`src/mms_pkg.sv`:
```
// Constants for the mode and system control register bank.
// Assumes one 10 MHz clock and an AXI4-Lite master with 32-bit data.
//
// Behaviour
// [RQ1] Pins 01 give mode 1, 10 mode 2, 11 mode 3; 00 unused.
// [RQ2] Board selects only modes 1 to 3 and never changes the pins.
// [RQ3] External data bus is 8 bits wide in every expanded mode.
// [RQ4] 16 address outputs; advanced external use only single-chip or with strobe.
// [RQ5] Modes 2 and 3 start single-chip; expand only once software sets enable.
// [RQ6] Four registers decoded by low 16 bits at consecutive locations.
// [RQ7] Expanded enable fixed at 1 in mode 1; else resets 0, writable.
// [RQ8] Expanded enable 0 means single-chip, 1 means expanded.
// [RQ9] Reset and hardware standby set expanded enable from the mode.
// [RQ10] Mode register bits 6 to 2 read zero and ignore writes.
// [RQ11] Mode status bits are read-only, pin levels caught on each read.
// [RQ12] System control resets to 09 hex, also in hardware standby.
// [RQ13] Strobe select 0 gives address strobe, 1 gives ranged I/O strobe.
// [RQ14] Reset source flag read-only: external reset sets, watchdog clears.
// [RQ15] Host window select steers two address windows to timer or host.
// [RQ16] RAM enable 0 disables, 1 enables; set to 1 when reset ends.
// [RQ17] Chip select location bit picks the pin of chip select two.
// [RQ18] Reset flag and upper interrupt mode bit read-only; rest read-write.
// [RQ19] Bus control resets to d7 hex, serial timer control to 00.
// [RQ20] Byte-wide accesses; writes leave read-only fields unchanged.

package mms_pkg;

  // Register indexes; byte address is four times the index
  localparam logic [15:0] MMS_IDX_SERIAL_TIMER = 16'hffc3;
  localparam logic [15:0] MMS_IDX_SYSTEM = 16'hffc4;
  localparam logic [15:0] MMS_IDX_MODE = 16'hffc5;
  localparam logic [15:0] MMS_IDX_BUS = 16'hffc6;

  // Reset values
  localparam logic [7:0] MMS_RST_SERIAL_TIMER = 8'h00;
  localparam logic [7:0] MMS_RST_SYSTEM = 8'h09;
  localparam logic [7:0] MMS_RST_BUS = 8'hd7;

  // Mode register fields
  localparam int MMS_MODE_EXPANDED_ENABLE_BIT = 7;
  localparam int MMS_MODE_STAT_HI_BIT = 1;
  localparam int MMS_MODE_STAT_LO_BIT = 0;

  // System control fields
  localparam int MMS_SYS_CS_LOC_BIT = 7;
  localparam int MMS_SYS_IO_STROBE_SELECT_BIT = 6;
  localparam int MMS_SYS_INTM_HI_BIT = 5;
  localparam int MMS_SYS_RESET_SOURCE_FLAG_BIT = 3;
  localparam int MMS_SYS_HIE_BIT = 1;
  localparam int MMS_SYS_RAM_ENABLE_BIT_BIT = 0;
  // Bits 5 and 3 are not writable
  localparam logic [7:0] MMS_SYS_WR_MASK = 8'hd7;

  // Bus control strobe range field
  localparam int MMS_BUS_IOS_LSB = 0;

  // I/O strobe ranges, all from one base
  localparam logic [15:0] MMS_IOS_BASE = 16'hf000;
  localparam logic [15:0] MMS_IOS_END0 = 16'hf03f;
  localparam logic [15:0] MMS_IOS_END1 = 16'hf0ff;
  localparam logic [15:0] MMS_IOS_END2 = 16'hf3ff;
  localparam logic [15:0] MMS_IOS_END3 = 16'hfe4f;

  // Host or timer windows
  localparam logic [15:0] MMS_WIN0_LO = 16'hfff0;
  localparam logic [15:0] MMS_WIN0_HI = 16'hfff7;
  localparam logic [15:0] MMS_WIN1_LO = 16'hfffc;

  // External bus shape
  localparam int MMS_EXT_DATA_W = 8;
  localparam int MMS_EXT_ADDR_PINS = 16;

  // AXI responses
  localparam logic [1:0] MMS_RESP_OKAY = 2'b00;
  localparam logic [1:0] MMS_RESP_SLVERR = 2'b10;

  typedef enum logic [1:0] {
    MMS_MODE_NONE,
    MMS_MODE_1,
    MMS_MODE_2,
    MMS_MODE_3
  } mms_mode_t;

endpackage : mms_pkg

```
`src/mms_top.sv`:
```
// Mode selection and system control register bank with AXI4-Lite slave.
// Assumes mode pins and the standby pin are asynchronous, the watchdog
// reset and CPU address inputs come from logic on aclk.
//
// The AXI4-Lite register port was left to the implementer.

`timescale 1ns/1ps

module mms_top
  import mms_pkg::*;
#(
  parameter int ADDR_W = 32
) (
  input wire logic aclk,
  input wire logic aresetn,
  input wire logic [ADDR_W-1:0] s_axi_awaddr,
  input wire logic [2:0] s_axi_awprot,
  input wire logic s_axi_awvalid,
  output logic s_axi_awready,
  input wire logic [31:0] s_axi_wdata,
  input wire logic [3:0] s_axi_wstrb,
  input wire logic s_axi_wvalid,
  output logic s_axi_wready,
  output logic [1:0] s_axi_bresp,
  output logic s_axi_bvalid,
  input wire logic s_axi_bready,
  input wire logic [ADDR_W-1:0] s_axi_araddr,
  input wire logic [2:0] s_axi_arprot,
  input wire logic s_axi_arvalid,
  output logic s_axi_arready,
  output logic [31:0] s_axi_rdata,
  output logic [1:0] s_axi_rresp,
  output logic s_axi_rvalid,
  input wire logic s_axi_rready,
  input wire logic mode_pin_high,
  input wire logic mode_pin_low,
  input wire logic hw_standby_n,
  input wire logic wdt_overflow_reset,
  input wire logic cpu_access_valid,
  input wire logic cpu_access_ext,
  input wire logic [15:0] cpu_addr,
  output logic cpu_advanced_mode,
  output logic rom_enable,
  output logic expanded_active,
  output logic [3:0] ext_data_width,
  output logic [4:0] ext_addr_pins,
  output logic adv_ext_addr_ok,
  output logic shared_strobe_pin_n,
  output logic host_window_to_host,
  output logic host_window_to_timer,
  output logic ram_enable,
  output logic chip_select_location,
  output logic [7:0] serial_timer_control_q,
  output logic [7:0] bus_control_q
);

  // Index needs address bits 17 to 2
  if (ADDR_W < 18) begin : g_chk
    $error("mms_top: ADDR_W must be at least 18");
  end

  ////////////////////////////////////////////////////////////////////////
  // Synchronisers and init
  ////////////////////////////////////////////////////////////////////////

  logic [1:0] mode_s1_reg;
  logic [1:0] mode_s2_reg;
  logic stby_s1_reg;
  logic stby_s2_reg;
  logic init_regs;
  logic init_wdt;

  // Two flops per pin; first stage feeds only the second
  always_ff @(posedge aclk) begin
    if (!aresetn) begin
      mode_s1_reg <= 2'h0;
      mode_s2_reg <= 2'h0;
      stby_s1_reg <= 1'b1;
      stby_s2_reg <= 1'b1;
    end else begin
      mode_s1_reg <= {mode_pin_high, mode_pin_low};
      mode_s2_reg <= mode_s1_reg;
      stby_s1_reg <= hw_standby_n;
      stby_s2_reg <= stby_s1_reg;
    end
  end

  // Reset, standby or watchdog all reload the registers; the bus
  // handshake state is reset only by aresetn, so a reload never strands
  // a transfer that is under way
  assign init_wdt = wdt_overflow_reset;
  assign init_regs = !aresetn || !stby_s2_reg || init_wdt;

  ////////////////////////////////////////////////////////////////////////
  // Mode decode
  ////////////////////////////////////////////////////////////////////////

  mms_mode_t mode;

  // Pattern 00 is unused; it falls to the no-mode state
  // Board must never select it; no-mode keeps ROM and advanced
  // addressing off as the safe choice
  always_comb begin
    unique case (mode_s2_reg)
      2'b01: mode = MMS_MODE_1; // RQ1
      2'b10: mode = MMS_MODE_2; // RQ1
      2'b11: mode = MMS_MODE_3; // RQ1
      2'b00: mode = MMS_MODE_NONE; // RQ2
    endcase
  end

  ////////////////////////////////////////////////////////////////////////
  // AXI4-Lite write channel
  ////////////////////////////////////////////////////////////////////////

  logic aw_full_reg;
  logic w_full_reg;
  logic [15:0] aw_idx_reg;
  logic [7:0] w_byte_reg;
  logic w_lane0_reg;
  logic wr_fire;
  logic aw_take;
  logic w_take;
  logic wr_hit;

  assign aw_take = s_axi_awvalid && s_axi_awready;
  assign w_take = s_axi_wvalid && s_axi_wready;
  assign wr_fire = aw_full_reg && w_full_reg;

  // Decode on the low 16 bits of the word index
  assign wr_hit = (aw_idx_reg == MMS_IDX_SERIAL_TIMER) ||
                  (aw_idx_reg == MMS_IDX_SYSTEM) ||
                  (aw_idx_reg == MMS_IDX_MODE) ||
                  (aw_idx_reg == MMS_IDX_BUS); // RQ6

  // Address and data are held apart, so either may come first
  always_ff @(posedge aclk) begin
    if (!aresetn) begin
      aw_full_reg <= 1'b0;
      w_full_reg <= 1'b0;
      aw_idx_reg <= 16'h0000;
      w_byte_reg <= 8'h00;
      w_lane0_reg <= 1'b0;
      s_axi_awready <= 1'b0;
      s_axi_wready <= 1'b0;
      s_axi_bvalid <= 1'b0;
      s_axi_bresp <= MMS_RESP_OKAY;
    end else begin
      if (aw_take) begin
        aw_full_reg <= 1'b1;
        aw_idx_reg <= s_axi_awaddr[17:2];
      end
      if (w_take) begin
        w_full_reg <= 1'b1;
        w_byte_reg <= s_axi_wdata[7:0]; // RQ20
        w_lane0_reg <= s_axi_wstrb[0];
      end
      if (wr_fire) begin
        aw_full_reg <= 1'b0;
        w_full_reg <= 1'b0;
        s_axi_bvalid <= 1'b1;
        s_axi_bresp <= wr_hit ? MMS_RESP_OKAY : MMS_RESP_SLVERR;
      end else if (s_axi_bvalid && s_axi_bready) begin
        s_axi_bvalid <= 1'b0;
      end
      // Ready only while idle; one write at a time
      s_axi_awready <= !aw_full_reg && !aw_take && !wr_fire &&
                       !s_axi_bvalid;
      s_axi_wready <= !w_full_reg && !w_take && !wr_fire &&
                      !s_axi_bvalid;
    end
  end

  logic wr_stc;
  logic wr_sys;
  logic wr_mode;
  logic wr_bus;

  // A write without byte lane 0 changes nothing
  assign wr_stc = wr_fire && w_lane0_reg &&
                  (aw_idx_reg == MMS_IDX_SERIAL_TIMER);
  assign wr_sys = wr_fire && w_lane0_reg && (aw_idx_reg == MMS_IDX_SYSTEM);
  assign wr_mode = wr_fire && w_lane0_reg && (aw_idx_reg == MMS_IDX_MODE);
  assign wr_bus = wr_fire && w_lane0_reg && (aw_idx_reg == MMS_IDX_BUS);

  ////////////////////////////////////////////////////////////////////////
  // Registers
  ////////////////////////////////////////////////////////////////////////

  logic [7:0] stc_reg;
  logic [7:0] sys_reg;
  logic [7:0] bus_reg;
  logic expanded_enable_reg;
  logic expanded_enable_eff;

  // Serial timer and bus control: plain byte registers
  always_ff @(posedge aclk) begin
    if (init_regs) begin
      stc_reg <= MMS_RST_SERIAL_TIMER; // RQ19
      bus_reg <= MMS_RST_BUS; // RQ19
    end else begin
      if (wr_stc) begin
        stc_reg <= w_byte_reg;
      end
      if (wr_bus) begin
        bus_reg <= w_byte_reg;
      end
    end
  end

  // System control; the watchdog reload clears the source flag
  always_ff @(posedge aclk) begin
    if (!aresetn || !stby_s2_reg) begin
      sys_reg <= MMS_RST_SYSTEM; // RQ12 RQ14 RQ16
    end else if (init_wdt) begin
      sys_reg <= MMS_RST_SYSTEM & ~(8'h01 << MMS_SYS_RESET_SOURCE_FLAG_BIT); // RQ14
    end else if (wr_sys) begin
      sys_reg <= (w_byte_reg & MMS_SYS_WR_MASK) |
                 (sys_reg & ~MMS_SYS_WR_MASK); // RQ18 RQ20
    end
  end

  // Expanded enable; read-only in mode 1 where it always shows 1
  always_ff @(posedge aclk) begin
    if (init_regs) begin
      expanded_enable_reg <= (mode == MMS_MODE_1); // RQ5 RQ9
    end else if (wr_mode && (mode != MMS_MODE_1)) begin
      expanded_enable_reg <= w_byte_reg[MMS_MODE_EXPANDED_ENABLE_BIT]; // RQ7
    end
  end

  assign expanded_enable_eff = expanded_enable_reg || (mode == MMS_MODE_1); // RQ7

  // No separate store for the mode status bits: the read data register
  // takes the synchronised pin levels at the edge that accepts a read of
  // the mode register, and that is the latch on read. A second copy here
  // would be read by nothing and could only drift from what software saw.
  // Trade-off: a read shows the pins as they were two clocks earlier,
  // which is harmless since the board never moves them while running.

  ////////////////////////////////////////////////////////////////////////
  // AXI4-Lite read channel
  ////////////////////////////////////////////////////////////////////////

  logic rd_take;
  logic [15:0] rd_idx;
  logic [7:0] rd_byte;
  logic rd_hit;

  assign rd_take = s_axi_arvalid && s_axi_arready;
  assign rd_idx = s_axi_araddr[17:2];

  // Read mux; reserved mode bits are zero, pins read live
  always_comb begin
    rd_byte = 8'h00;
    rd_hit = 1'b1;
    unique case (rd_idx)
      MMS_IDX_SERIAL_TIMER: rd_byte = stc_reg;
      MMS_IDX_SYSTEM: rd_byte = sys_reg;
      MMS_IDX_MODE: begin
        rd_byte[MMS_MODE_EXPANDED_ENABLE_BIT] = expanded_enable_eff; // RQ10
        rd_byte[MMS_MODE_STAT_HI_BIT] = mode_s2_reg[1]; // RQ11
        rd_byte[MMS_MODE_STAT_LO_BIT] = mode_s2_reg[0]; // RQ11
      end
      MMS_IDX_BUS: rd_byte = bus_reg;
      default: rd_hit = 1'b0;
    endcase
  end

  // One read at a time; data answers the cycle after the take
  // Ready drops for a cycle after each answer, so reads are spaced out
  always_ff @(posedge aclk) begin
    if (!aresetn) begin
      s_axi_arready <= 1'b0;
      s_axi_rvalid <= 1'b0;
      s_axi_rdata <= 32'h0000_0000;
      s_axi_rresp <= MMS_RESP_OKAY;
    end else begin
      if (rd_take) begin
        s_axi_rvalid <= 1'b1;
        s_axi_rdata <= {24'h00_0000, rd_byte}; // RQ20
        s_axi_rresp <= rd_hit ? MMS_RESP_OKAY : MMS_RESP_SLVERR;
      end else if (s_axi_rvalid && s_axi_rready) begin
        s_axi_rvalid <= 1'b0;
      end
      s_axi_arready <= !rd_take && !s_axi_rvalid;
    end
  end

  ////////////////////////////////////////////////////////////////////////
  // Strobe and window steering
  ////////////////////////////////////////////////////////////////////////

  logic [15:0] ios_end;
  logic ios_hit;
  logic win_hit;
  logic io_strobe_select;
  logic host_window_select;

  assign io_strobe_select = sys_reg[MMS_SYS_IO_STROBE_SELECT_BIT];
  assign host_window_select = sys_reg[MMS_SYS_HIE_BIT];

  // Range end picked by the two strobe range bits
  always_comb begin
    unique case (bus_reg[MMS_BUS_IOS_LSB +: 2])
      2'b00: ios_end = MMS_IOS_END0;
      2'b01: ios_end = MMS_IOS_END1;
      2'b10: ios_end = MMS_IOS_END2;
      2'b11: ios_end = MMS_IOS_END3;
    endcase
  end

  assign ios_hit = (cpu_addr >= MMS_IOS_BASE) && (cpu_addr <= ios_end);
  // Second window runs to the top of the space
  assign win_hit = ((cpu_addr >= MMS_WIN0_LO) &&
                    (cpu_addr <= MMS_WIN0_HI)) ||
                   (cpu_addr >= MMS_WIN1_LO);

  // Strobe low only in expanded mode; registered so it is glitch free
  // Cost: the strobe lags the access by one clock
  always_ff @(posedge aclk) begin
    if (init_regs) begin
      shared_strobe_pin_n <= 1'b1;
    end else begin
      shared_strobe_pin_n <= !(expanded_enable_eff && cpu_access_ext &&
                               (!io_strobe_select || ios_hit)); // RQ13
    end
  end

  // Window steering follows the host window select
  // Both outputs stay low outside the two windows
  always_ff @(posedge aclk) begin
    if (init_regs) begin
      host_window_to_host <= 1'b0;
      host_window_to_timer <= 1'b0;
    end else begin
      host_window_to_host <= cpu_access_valid && win_hit && host_window_select; // RQ15
      host_window_to_timer <= cpu_access_valid && win_hit && !host_window_select; // RQ15
    end
  end

  ////////////////////////////////////////////////////////////////////////
  // Mode and control outputs
  ////////////////////////////////////////////////////////////////////////

  // All control outputs lag their register by one clock
  // so every top-level output comes straight from a flop
  always_ff @(posedge aclk) begin
    if (init_regs) begin
      cpu_advanced_mode <= 1'b0;
      rom_enable <= 1'b0;
      expanded_active <= 1'b0;
      ext_data_width <= 4'h0;
      ext_addr_pins <= 5'h00;
      adv_ext_addr_ok <= 1'b0;
      ram_enable <= 1'b1;
      chip_select_location <= 1'b0;
      serial_timer_control_q <= MMS_RST_SERIAL_TIMER;
      bus_control_q <= MMS_RST_BUS;
    end else begin
      cpu_advanced_mode <= (mode == MMS_MODE_2); // RQ1
      rom_enable <= (mode == MMS_MODE_2) || (mode == MMS_MODE_3); // RQ1
      expanded_active <= expanded_enable_eff; // RQ5 RQ8
      ext_data_width <= 4'(MMS_EXT_DATA_W); // RQ3
      ext_addr_pins <= 5'(MMS_EXT_ADDR_PINS); // RQ4
      // Advanced addressing reaches outside only through the strobe
      adv_ext_addr_ok <= (mode == MMS_MODE_2) &&
                         (!expanded_enable_eff || io_strobe_select); // RQ4
      ram_enable <= sys_reg[MMS_SYS_RAM_ENABLE_BIT_BIT]; // RQ16
      chip_select_location <= sys_reg[MMS_SYS_CS_LOC_BIT]; // RQ17
      serial_timer_control_q <= stc_reg;
      bus_control_q <= bus_reg;
    end
  end

endmodule : mms_top

```
`config.mk`:
```
export PLATFORM = sky130hd
export DESIGN_NAME = mms_top
export DESIGN_NICKNAME = d
export VERILOG_FILES = /design/src/mms_pkg.sv /design/src/mms_top.sv
export SDC_FILE = /design/constraint.sdc
export NUM_CORES = 1
export LEC_CHECK = 0
export BUFFER_PORTS_ARGS = -buffer_cell sky130_fd_sc_hd__buf_2
export CORE_UTILIZATION = 35
export CTS_BUF_LIST = sky130_fd_sc_hd__clkbuf_4 sky130_fd_sc_hd__clkbuf_8
export DETAILED_ROUTE_END_ITERATION = 8
export GPL_TIMING_DRIVEN = 1
export PLACE_DENSITY_LB_ADDON = 0.1
export SLEW_MARGIN = 20
export SYNTH_ARGS = -nofsm -noshare
export SYNTH_HDL_FRONTEND = slang
export SYNTH_SLANG_ARGS = --single-unit
```
`constraint.sdc`:
```
create_clock -name aclk -period 2.1 [get_ports aclk]
set_input_delay 0.21 -clock aclk [delete_from_list [all_inputs] [get_ports aclk]]
set_output_delay 0.21 -clock aclk [all_outputs]
set_load 0.005 [all_outputs]
```
; Yosys cells after proc, flatten, opt, wreduce, memory -nomap -nowiden
; Cells that the tools add are included.
[op_classes]
bitwise_logic = 2
n_addsub = 0
eq_ne = 18
reduce_logical = 60
n_mul = 0
n_mux = 18
div_mod_pow = 0
shift = 0
order_cmp = 5
[ops]
columns = cell, count
row1 = $eq 16x16->1 const B, 8
row2 = $pmux 16 s4, 1
row3 = $ge 16x16->1 const B, 3
row4 = $logic_and 1x1->1, 27
row5 = $le 16x16->1, 1
row6 = $le 16x16->1 const B, 1
row7 = $pmux 2 s4, 2
row8 = $pmux 5 s3, 1
row9 = $logic_not 1->1, 14
row10 = $eq 2x2->1 const B, 6
row11 = $mux 4, 3
row12 = $logic_or 1x1->1, 10
row13 = $or 8x6->8, 1
row14 = $reduce_bool 2->1, 4
row15 = $mux 1, 7
row16 = $eq 2x1->1 const B, 3
row17 = $mux 5, 1
row18 = $logic_not 2->1, 2
row19 = $mux 2, 2
row20 = $pmux 1 s4, 1
row21 = $reduce_or 2->1, 2
row22 = $reduce_or 4->1, 1
row23 = $ne 2x1->1 const B, 1
row24 = $not 1->1, 1
[word_totals]
rom_bits = 0
in_bits = 135
latchBits = 0
ff_bits = 109
wordCells = 138
output_inout_bits = 75
ram_bits = 0
memories = 0

; Logic depth before layout (Yosys ltp)
; Gate-level depths: netlist (run 1).
[depth]
depth_word = 7
ltp_mapped = 8
ltp_nobuf = 8

; Worst setup path before layout (run 1)
; OpenSTA, ideal clock, no wires.
[synth_timing]
path_type = reg2reg
from = reg bus_reg[0]
to = reg shared_strobe_pin_n
synth_period_minus_slack_ns = 1.976
setup_ns = 0.132
n_path_buf = 0
required_time_ns = 1.968
slack_ns = 0.124
stages_incl_launch_ff = 9
arrival_ns = 1.844
path_cell_list = dfxtp_1 inv_1 ha_1 o21bai_1 ha_1 a21o_1 a21o_1 a2111oi_0 o211ai_1
[synth_via]
elab_chain_len = 7
elab_cells_between_ends = 10
classes_between = order compare: 1 / eq/ne: 3 / mux: 1 / reduce/logical: 5
[synth_rtl]
columns = item, line
row1 = from (decl), mms_top.sv:192  ; logic [7:0] bus_reg;
row2 = from (signal assigned), mms_top.sv:206  ; bus_reg <= w_byte_reg;
row3 = $eq 2x2->1 (tied with other cells), mms_top.sv:305  ; unique case (bus_reg[MMS_BUS_IOS_LSB +: 2])
row4 = $pmux 16 s4 *, mms_top.sv:305
row5 = $le 16x16->1 *, mms_top.sv:313  ; assign ios_hit = (cpu_addr >= MMS_IOS_BASE) && (cpu_addr <= ios_end);
row6 = $logic_and 1x1->1 *, mms_top.sv:313
row7 = $logic_or 1x1->1 *, mms_top.sv:326  ; (!io_strobe_select || ios_hit));
row8 = $logic_and 1x1->1 *, mms_top.sv:325  ; shared_strobe_pin_n <= !(expanded_enable_eff && cpu_access_ext &&
row9 = $logic_not 1->1 *, mms_top.sv:325
row10 = to (signal assigned), mms_top.sv:325
row11 = to (decl), mms_top.sv:48  ; output logic shared_strobe_pin_n,
; Every way passes the cells marked *; elsewhere a longest branch is shown, timed or not. The select of a mux whose other input is x is not followed.
; A chain may end at the register's enable or synchronous reset.

; Worst setup path in the final report (run 1)
; Same ends and word-level chain as after synthesis.

==> impl_metrics.env, run 1 <==
export IMPL_postSynthAreaPerCell_um2=9.188
export IMPL_grt_pass1_vias=3102
export IMPL_endpoint_kind="flip-flop"
export IMPL_h_tree_depth=3
export IMPL_grt_pass1_wl_um=14780
export IMPL_clock_sinks=98
export IMPL_dp_cells=697
export IMPL_wire_per_inst_um=12.71
export IMPL_die_height_um=110.6
export IMPL_cts_hold_buffers=0
export IMPL_first_iter_violations=81
export IMPL_cp_start_kind="flip-flop"
export IMPL_wirelength_um=9074
export IMPL_pre_cts_slack_ps=-113.7
export IMPL_skew_ps=13.03
export IMPL_yosys_mux_area_fraction=0.05702
export IMPL_synth_top_family_by_area="simple AND/OR/NAND/NOR gates"
export IMPL_synth_top_area_cell="dfxtp_1"
export IMPL_final_util=0.4342
export IMPL_n_antenna_cell=0
export IMPL_drv_slew=0
export IMPL_antenna_found_initial=1
export IMPL_critPathKind="flip-flop to flip-flop"
export IMPL_setup_viol=0
export IMPL_synth_enable_flop_cells=1
export IMPL_cts_root_buf="clkbuf_8"
export IMPL_ir_drop_uv=342.8
export IMPL_maxCapViolations=0
export IMPL_clock_path_buffers=2
export IMPL_final_common_cell="buf_2"
export IMPL_synthFlopType="dfxtp_1"
export IMPL_synth_xor_area_share=0.004246
export IMPL_tightest_slew_ps=585.7
export IMPL_tns_ps=0
export IMPL_critPathMaxFanout=3
export IMPL_synth_area_leaders="dfxtp_1 47%, nand2_1 8.7%, buf_4 6.4%"
export IMPL_synth_fa_ha_area_frac=0.03336
export IMPL_cts_tree="yes"
export IMPL_nets=712
export IMPL_max_freq_mhz=492.2
export IMPL_ys_seq_area_frac=0.4780
export IMPL_grt_overflow=0
export IMPL_period_needed_ps=2032
export IMPL_power_density_cell_area_nw_per_um2=685.0
export IMPL_ys_ff_latch=98
export IMPL_drc=0
export IMPL_ant_nets=0
export IMPL_clk_latency_ps=370
export IMPL_hold_worst_slack_ps=18.15
export IMPL_synth_top_area_share=0.4707
export IMPL_largest_register_ffs=16
export IMPL_cts_clk_slew_worst_paths_ps=110
export IMPL_yosys_warnings=0
export IMPL_grt_max_degree=33
export IMPL_synthCells=449
export IMPL_num_vias=3218
export IMPL_required_ps=2340
export IMPL_cts_inserted_buffers=9
export IMPL_syn_area_um2=4125
export IMPL_port_buffers=111
export IMPL_first_pass_iters=4
export IMPL_ios=210
export IMPL_synth_compound_area_frac=0.1192
export IMPL_core_area_um2=11470
export IMPL_floorplan_initialDensity=0.3597
export IMPL_place_area_um2=4755
export IMPL_outcome="complete, no violations"
export IMPL_routabilityCongestion=0.7863
export IMPL_final_cell_mix="111 x buf_2, 96 x nand2_1, 95 x dfxtp_1, 33 x conb_1, 26 x a21boi_0"
export IMPL_syn_to_final_growth_pct=20.69
export IMPL_design_area_um2=4979
export IMPL_synth_simple_gate_area_frac=0.2199
export IMPL_fin_crit_sh=0.9675
export IMPL_gr_usage_all_layers=0.1526
export IMPL_hpwl_um=6961
export IMPL_final_setup_worst_slack_ps=68.18
export IMPL_dieArea_um2=12220
export IMPL_cp_arrival_ps=2270
export IMPL_final_hold_viol_count=0
export IMPL_via_per_inst=4.507
export IMPL_ys_types=47
export IMPL_drive_above_1_share=0.2750
export IMPL_p_total_mw=3.410
export IMPL_die_w_um=110.6
export IMPL_relSlewSlack=0.6096
export IMPL_fin_cells=714
export IMPL_cellLeakagePower_nw=2.310
export IMPL_fp_row_count=39
export IMPL_hold_class="input pin to flip-flop"
export IMPL_async_reset_ff_frac=0
==> metal layers <==
layer / wire length, um / up-vias / track usage
met5: 10 / - / 0
met4: 123 / 2 / 0.06400
met3: 401 / 13 / 0.03293
met2: 4251 / 69 / 0.2480
met1: 4288 / 1457 / 0.1955
li1: - / 1677 / -
==> cell families (layout without fill, tap and decap cells) <==
kind of cell | after synthesis | in the layout
AO/OA/AOI/OAI | 72 | 72
XOR/XNOR | 2 | 2
adder cells (fa/ha/maj) | 11 | 11
buffers and inverters | 61 | 151
flip-flops | 98 | 98
multiplexers | 23 | 23
other | 1 | 33
AND/OR/NAND/NOR | 181 | 181
==> report_power, final <==
part           internal, mW  switching, mW
Sequential             1.91         0.0327
Combinational         0.123          0.149
Clock                 0.489          0.709
==> area by class of cell <==
type	count	area, um2
clock inverter	6	55.05
tap	143	178.9
clock buffer	10	137.6
sequential	98	1974
fill	1168	6489
timing repair buffer	125	660.6
multi-input combinational	322	1934
inverter	10	37.54
==> worst max-delay path: stages (launching register included) <==
cell and delay, ps:
dfxtp_2 350, inv_1 70, ha_2 180, o21bai_1 160
ha_1 310, buf_4 130, nand4_1 110, a21oi_1 90
a2111oi_4 360, o211ai_1 140
==> worst paths after layout <==
path / from / to / slack, ps / cells after the start
worst max-delay path: bus_reg[0]$_SDFFE_PN1P_ / shared_strobe_pin_n$_SDFF_PN1_ / 70 / 9
worst min-delay path: hw_standby_n / stby_s1_reg$_SDFF_PN1_ / 20 / 2
worst max register to register: bus_reg[0]$_SDFFE_PN1P_ / shared_strobe_pin_n$_SDFF_PN1_ / 70 / 9
worst min register to register: mode_s1_reg[1]$_SDFF_PN0_ / mode_s2_reg[1]$_SDFF_PN0_ / 450 / 1
==> cell usage after synthesis, drive strengths merged, types with 7 or more instances <==
cell,n
buf,35
nand3,8
and2,22
ha,11
inv,10
nor2,14
a22oi,7
mux2i,19
nand4,8
nand2,96
clkbuf,16
dfxtp,97
a21boi,26
o21ai,21
==> repair_timing <==
item | CTS | global route
pin swaps | 0 | 3
gates resized for setup | 3 | 3
buffers inserted | 0 | 1
endpoints found under the setup margin | 1 | 1
No activity file was read; power rests on OpenSTA's default activity.
==> run 2: changes to the inputs <==
--- a/config.mk
+++ b/config.mk
@@ -6,7 +6,7 @@
 export NUM_CORES = 1
 export LEC_CHECK = 0
 export BUFFER_PORTS_ARGS = -buffer_cell sky130_fd_sc_hd__buf_2
-export CORE_UTILIZATION = 35
+export CORE_UTILIZATION = 42
 export CTS_BUF_LIST = sky130_fd_sc_hd__clkbuf_4 sky130_fd_sc_hd__clkbuf_8
 export DETAILED_ROUTE_END_ITERATION = 8
 export GPL_TIMING_DRIVEN = 1
==> impl_metrics.env, run 2 (synthesis results as in run 1) <==
export IMPL_relSlewSlack=0.6246
export IMPL_largest_register_ffs=16
export IMPL_clock_path_buffers=2
export IMPL_clk_latency_ps=360
export IMPL_final_setup_worst_slack_ps=98.01
export IMPL_die_height_um=101.1
export IMPL_period_needed_ps=2002
export IMPL_antenna_found_initial=0
export IMPL_final_common_cell="buf_2"
export IMPL_cts_root_buf="clkbuf_8"
export IMPL_critPathMaxFanout=4
export IMPL_grt_pass1_vias=2940
export IMPL_port_buffers=111
export IMPL_via_per_inst=4.680
export IMPL_maxCapViolations=0
export IMPL_outcome="complete, no violations"
export IMPL_power_density_cell_area_nw_per_um2=715.2
export IMPL_power_frac_clock=0.377
export IMPL_skew_ps=7.750
export IMPL_cts_tree="yes"
export IMPL_grt_overflow=0
export IMPL_swShare=0.2320
export IMPL_nets=709
export IMPL_hold_class="input pin to flip-flop"
export IMPL_wire_per_inst_um=12.55
export IMPL_combPwrFrac=0.077
export IMPL_wirelength_um=8738
export IMPL_ir_drop_uv=320.6
export IMPL_floorplan_initialDensity=0.4402
export IMPL_p_seq_frac=0.546
export IMPL_tightest_slew_ps=563.1
export IMPL_dieArea_um2=10220
export IMPL_clock_sinks=98
export IMPL_fin_cells=696
export IMPL_cp_start_kind="flip-flop"
export IMPL_h_tree_depth=3
export IMPL_grt_pass1_wl_um=13990
export IMPL_fp_row_count=35
export IMPL_drv_slew=0
export IMPL_endpoint_kind="flip-flop"
export IMPL_required_ps=2330
export IMPL_cellLeakagePower_nw=2.303
export IMPL_critPathKind="flip-flop to flip-flop"
export IMPL_nFillCells=912
export IMPL_final_hold_viol_count=0
export IMPL_max_freq_mhz=499.5
export IMPL_pre_cts_slack_ps=-113.5
export IMPL_final_cell_mix="111 x buf_2, 96 x nand2_1, 95 x dfxtp_1, 33 x conb_1, 26 x a21boi_0"
export IMPL_drive_above_1_share=0.2716
export IMPL_first_pass_iters=4
export IMPL_num_vias=3257
export IMPL_drc=0
export IMPL_fin_crit_sh=0.9533
export IMPL_grt_max_degree=37
export IMPL_setup_viol=0
export IMPL_ant_nets=0
export IMPL_routabilityCongestion=0.8382
export IMPL_ios=210
export IMPL_cts_inserted_buffers=9
export IMPL_power_switching_uw=823.4
export IMPL_p_int_mw=2.726
export IMPL_cp_arrival_ps=2230
export IMPL_gr_usage_all_layers=0.1798
export IMPL_core_area_um2=9371
export IMPL_n_antenna_cell=0
export IMPL_tns_ps=0
export IMPL_first_iter_violations=97
export IMPL_hpwl_um=6652
export IMPL_dp_cells=680
export IMPL_die_w_um=101.1
export IMPL_cts_clk_slew_worst_paths_ps=90
export IMPL_syn_to_final_growth_pct=20.29
run 2: power by group through the flow:
stage / Combinational [mW] / Sequential [mW] / Clock (mW)
5_1_grt: 0.311 / 1.95 / 1.46
2_1_floorplan: 0.197 / 1.98 / 0
4_1_cts: 0.274 / 1.94 / 1.36
3_3_place_gp: 0.267 / 1.98 / 0
3_5_place_dp: 0.272 / 1.98 / 0
6_report: 0.274 / 1.94 / 1.34
run 2: per-layer routing:
| layer | GRT usage | vias to the layer above | wire (um) |
|---|---|---|---|
| li1 | - | 1675 | - |
| met4 | 0.07469 | 0 | 146 |
| met1 | 0.2386 | 1473 | 4088 |
| met5 | 0 | - | 0 |
| met2 | 0.2841 | 95 | 4076 |
| met3 | 0.03814 | 14 | 426 |
run 2: repair_timing:
| item | in CTS | in global routing |
|---|---|---|
| pin swaps | 2 | 3 |
| hold endpoints to repair | 0 | 0 |
| resized for setup | 4 | 3 |
| setup buffers | 0 | 1 |
| setup endpoints to repair | 1 | 1 |
| hold buffers | 0 | 0 |
run 2: area by class of cell:
| type | instances | area (um2) | area share |
|---|---|---|---|
| clock buffer | 10 | 137.6 | 0.02774 |
| clock inverter | 5 | 78.83 | 0.01589 |
| inverter | 10 | 37.54 | 0.007564 |
| multi-input combinational | 322 | 1934 | 0.3898 |
| sequential | 98 | 1974 | 0.3979 |
| tap | 129 | 161.4 | 0.03253 |
| timing repair buffer | 122 | 638.1 | 0.1286 |
run 2: per-stage QoR:
stage          hold WS, ps  cell area, um2  total power, mW    util
3_3_place_gp         404.9            4715            2.249  0.5031
3_5_place_dp         404.0            4715            2.255  0.5031
4_1_cts              14.00            4940            3.578  0.5271
5_1_grt              26.12            4962            3.714  0.5295
2_1_floorplan        308.6            4245            2.172       -
6_report             36.01            4962            3.549  0.5295
run 2: path summary, 6_finish.rpt:
check                            startpoint                        endpoint  slack, ps  depth (start not counted)
hold reg to reg   mode_s1_reg[0]$_SDFF_PN0_       mode_s2_reg[0]$_SDFF_PN0_        440                          1
setup / recovery    bus_reg[1]$_SDFFE_PN1P_  shared_strobe_pin_n$_SDFF_PN1_        100                          8
setup reg to reg    bus_reg[1]$_SDFFE_PN1P_  shared_strobe_pin_n$_SDFF_PN1_        100                          8
hold / removal                 hw_standby_n          stby_s1_reg$_SDFF_PN1_         40                          2
run 2: worst max-delay path: stages, from the launching register on:
cell and delay (ps):
dfxtp_2 360, inv_1 60, ha_2 170, o21bai_1 160
ha_1 310, a21o_1 180, a21o_1 190, a2111oi_4 290
o211ai_1 150
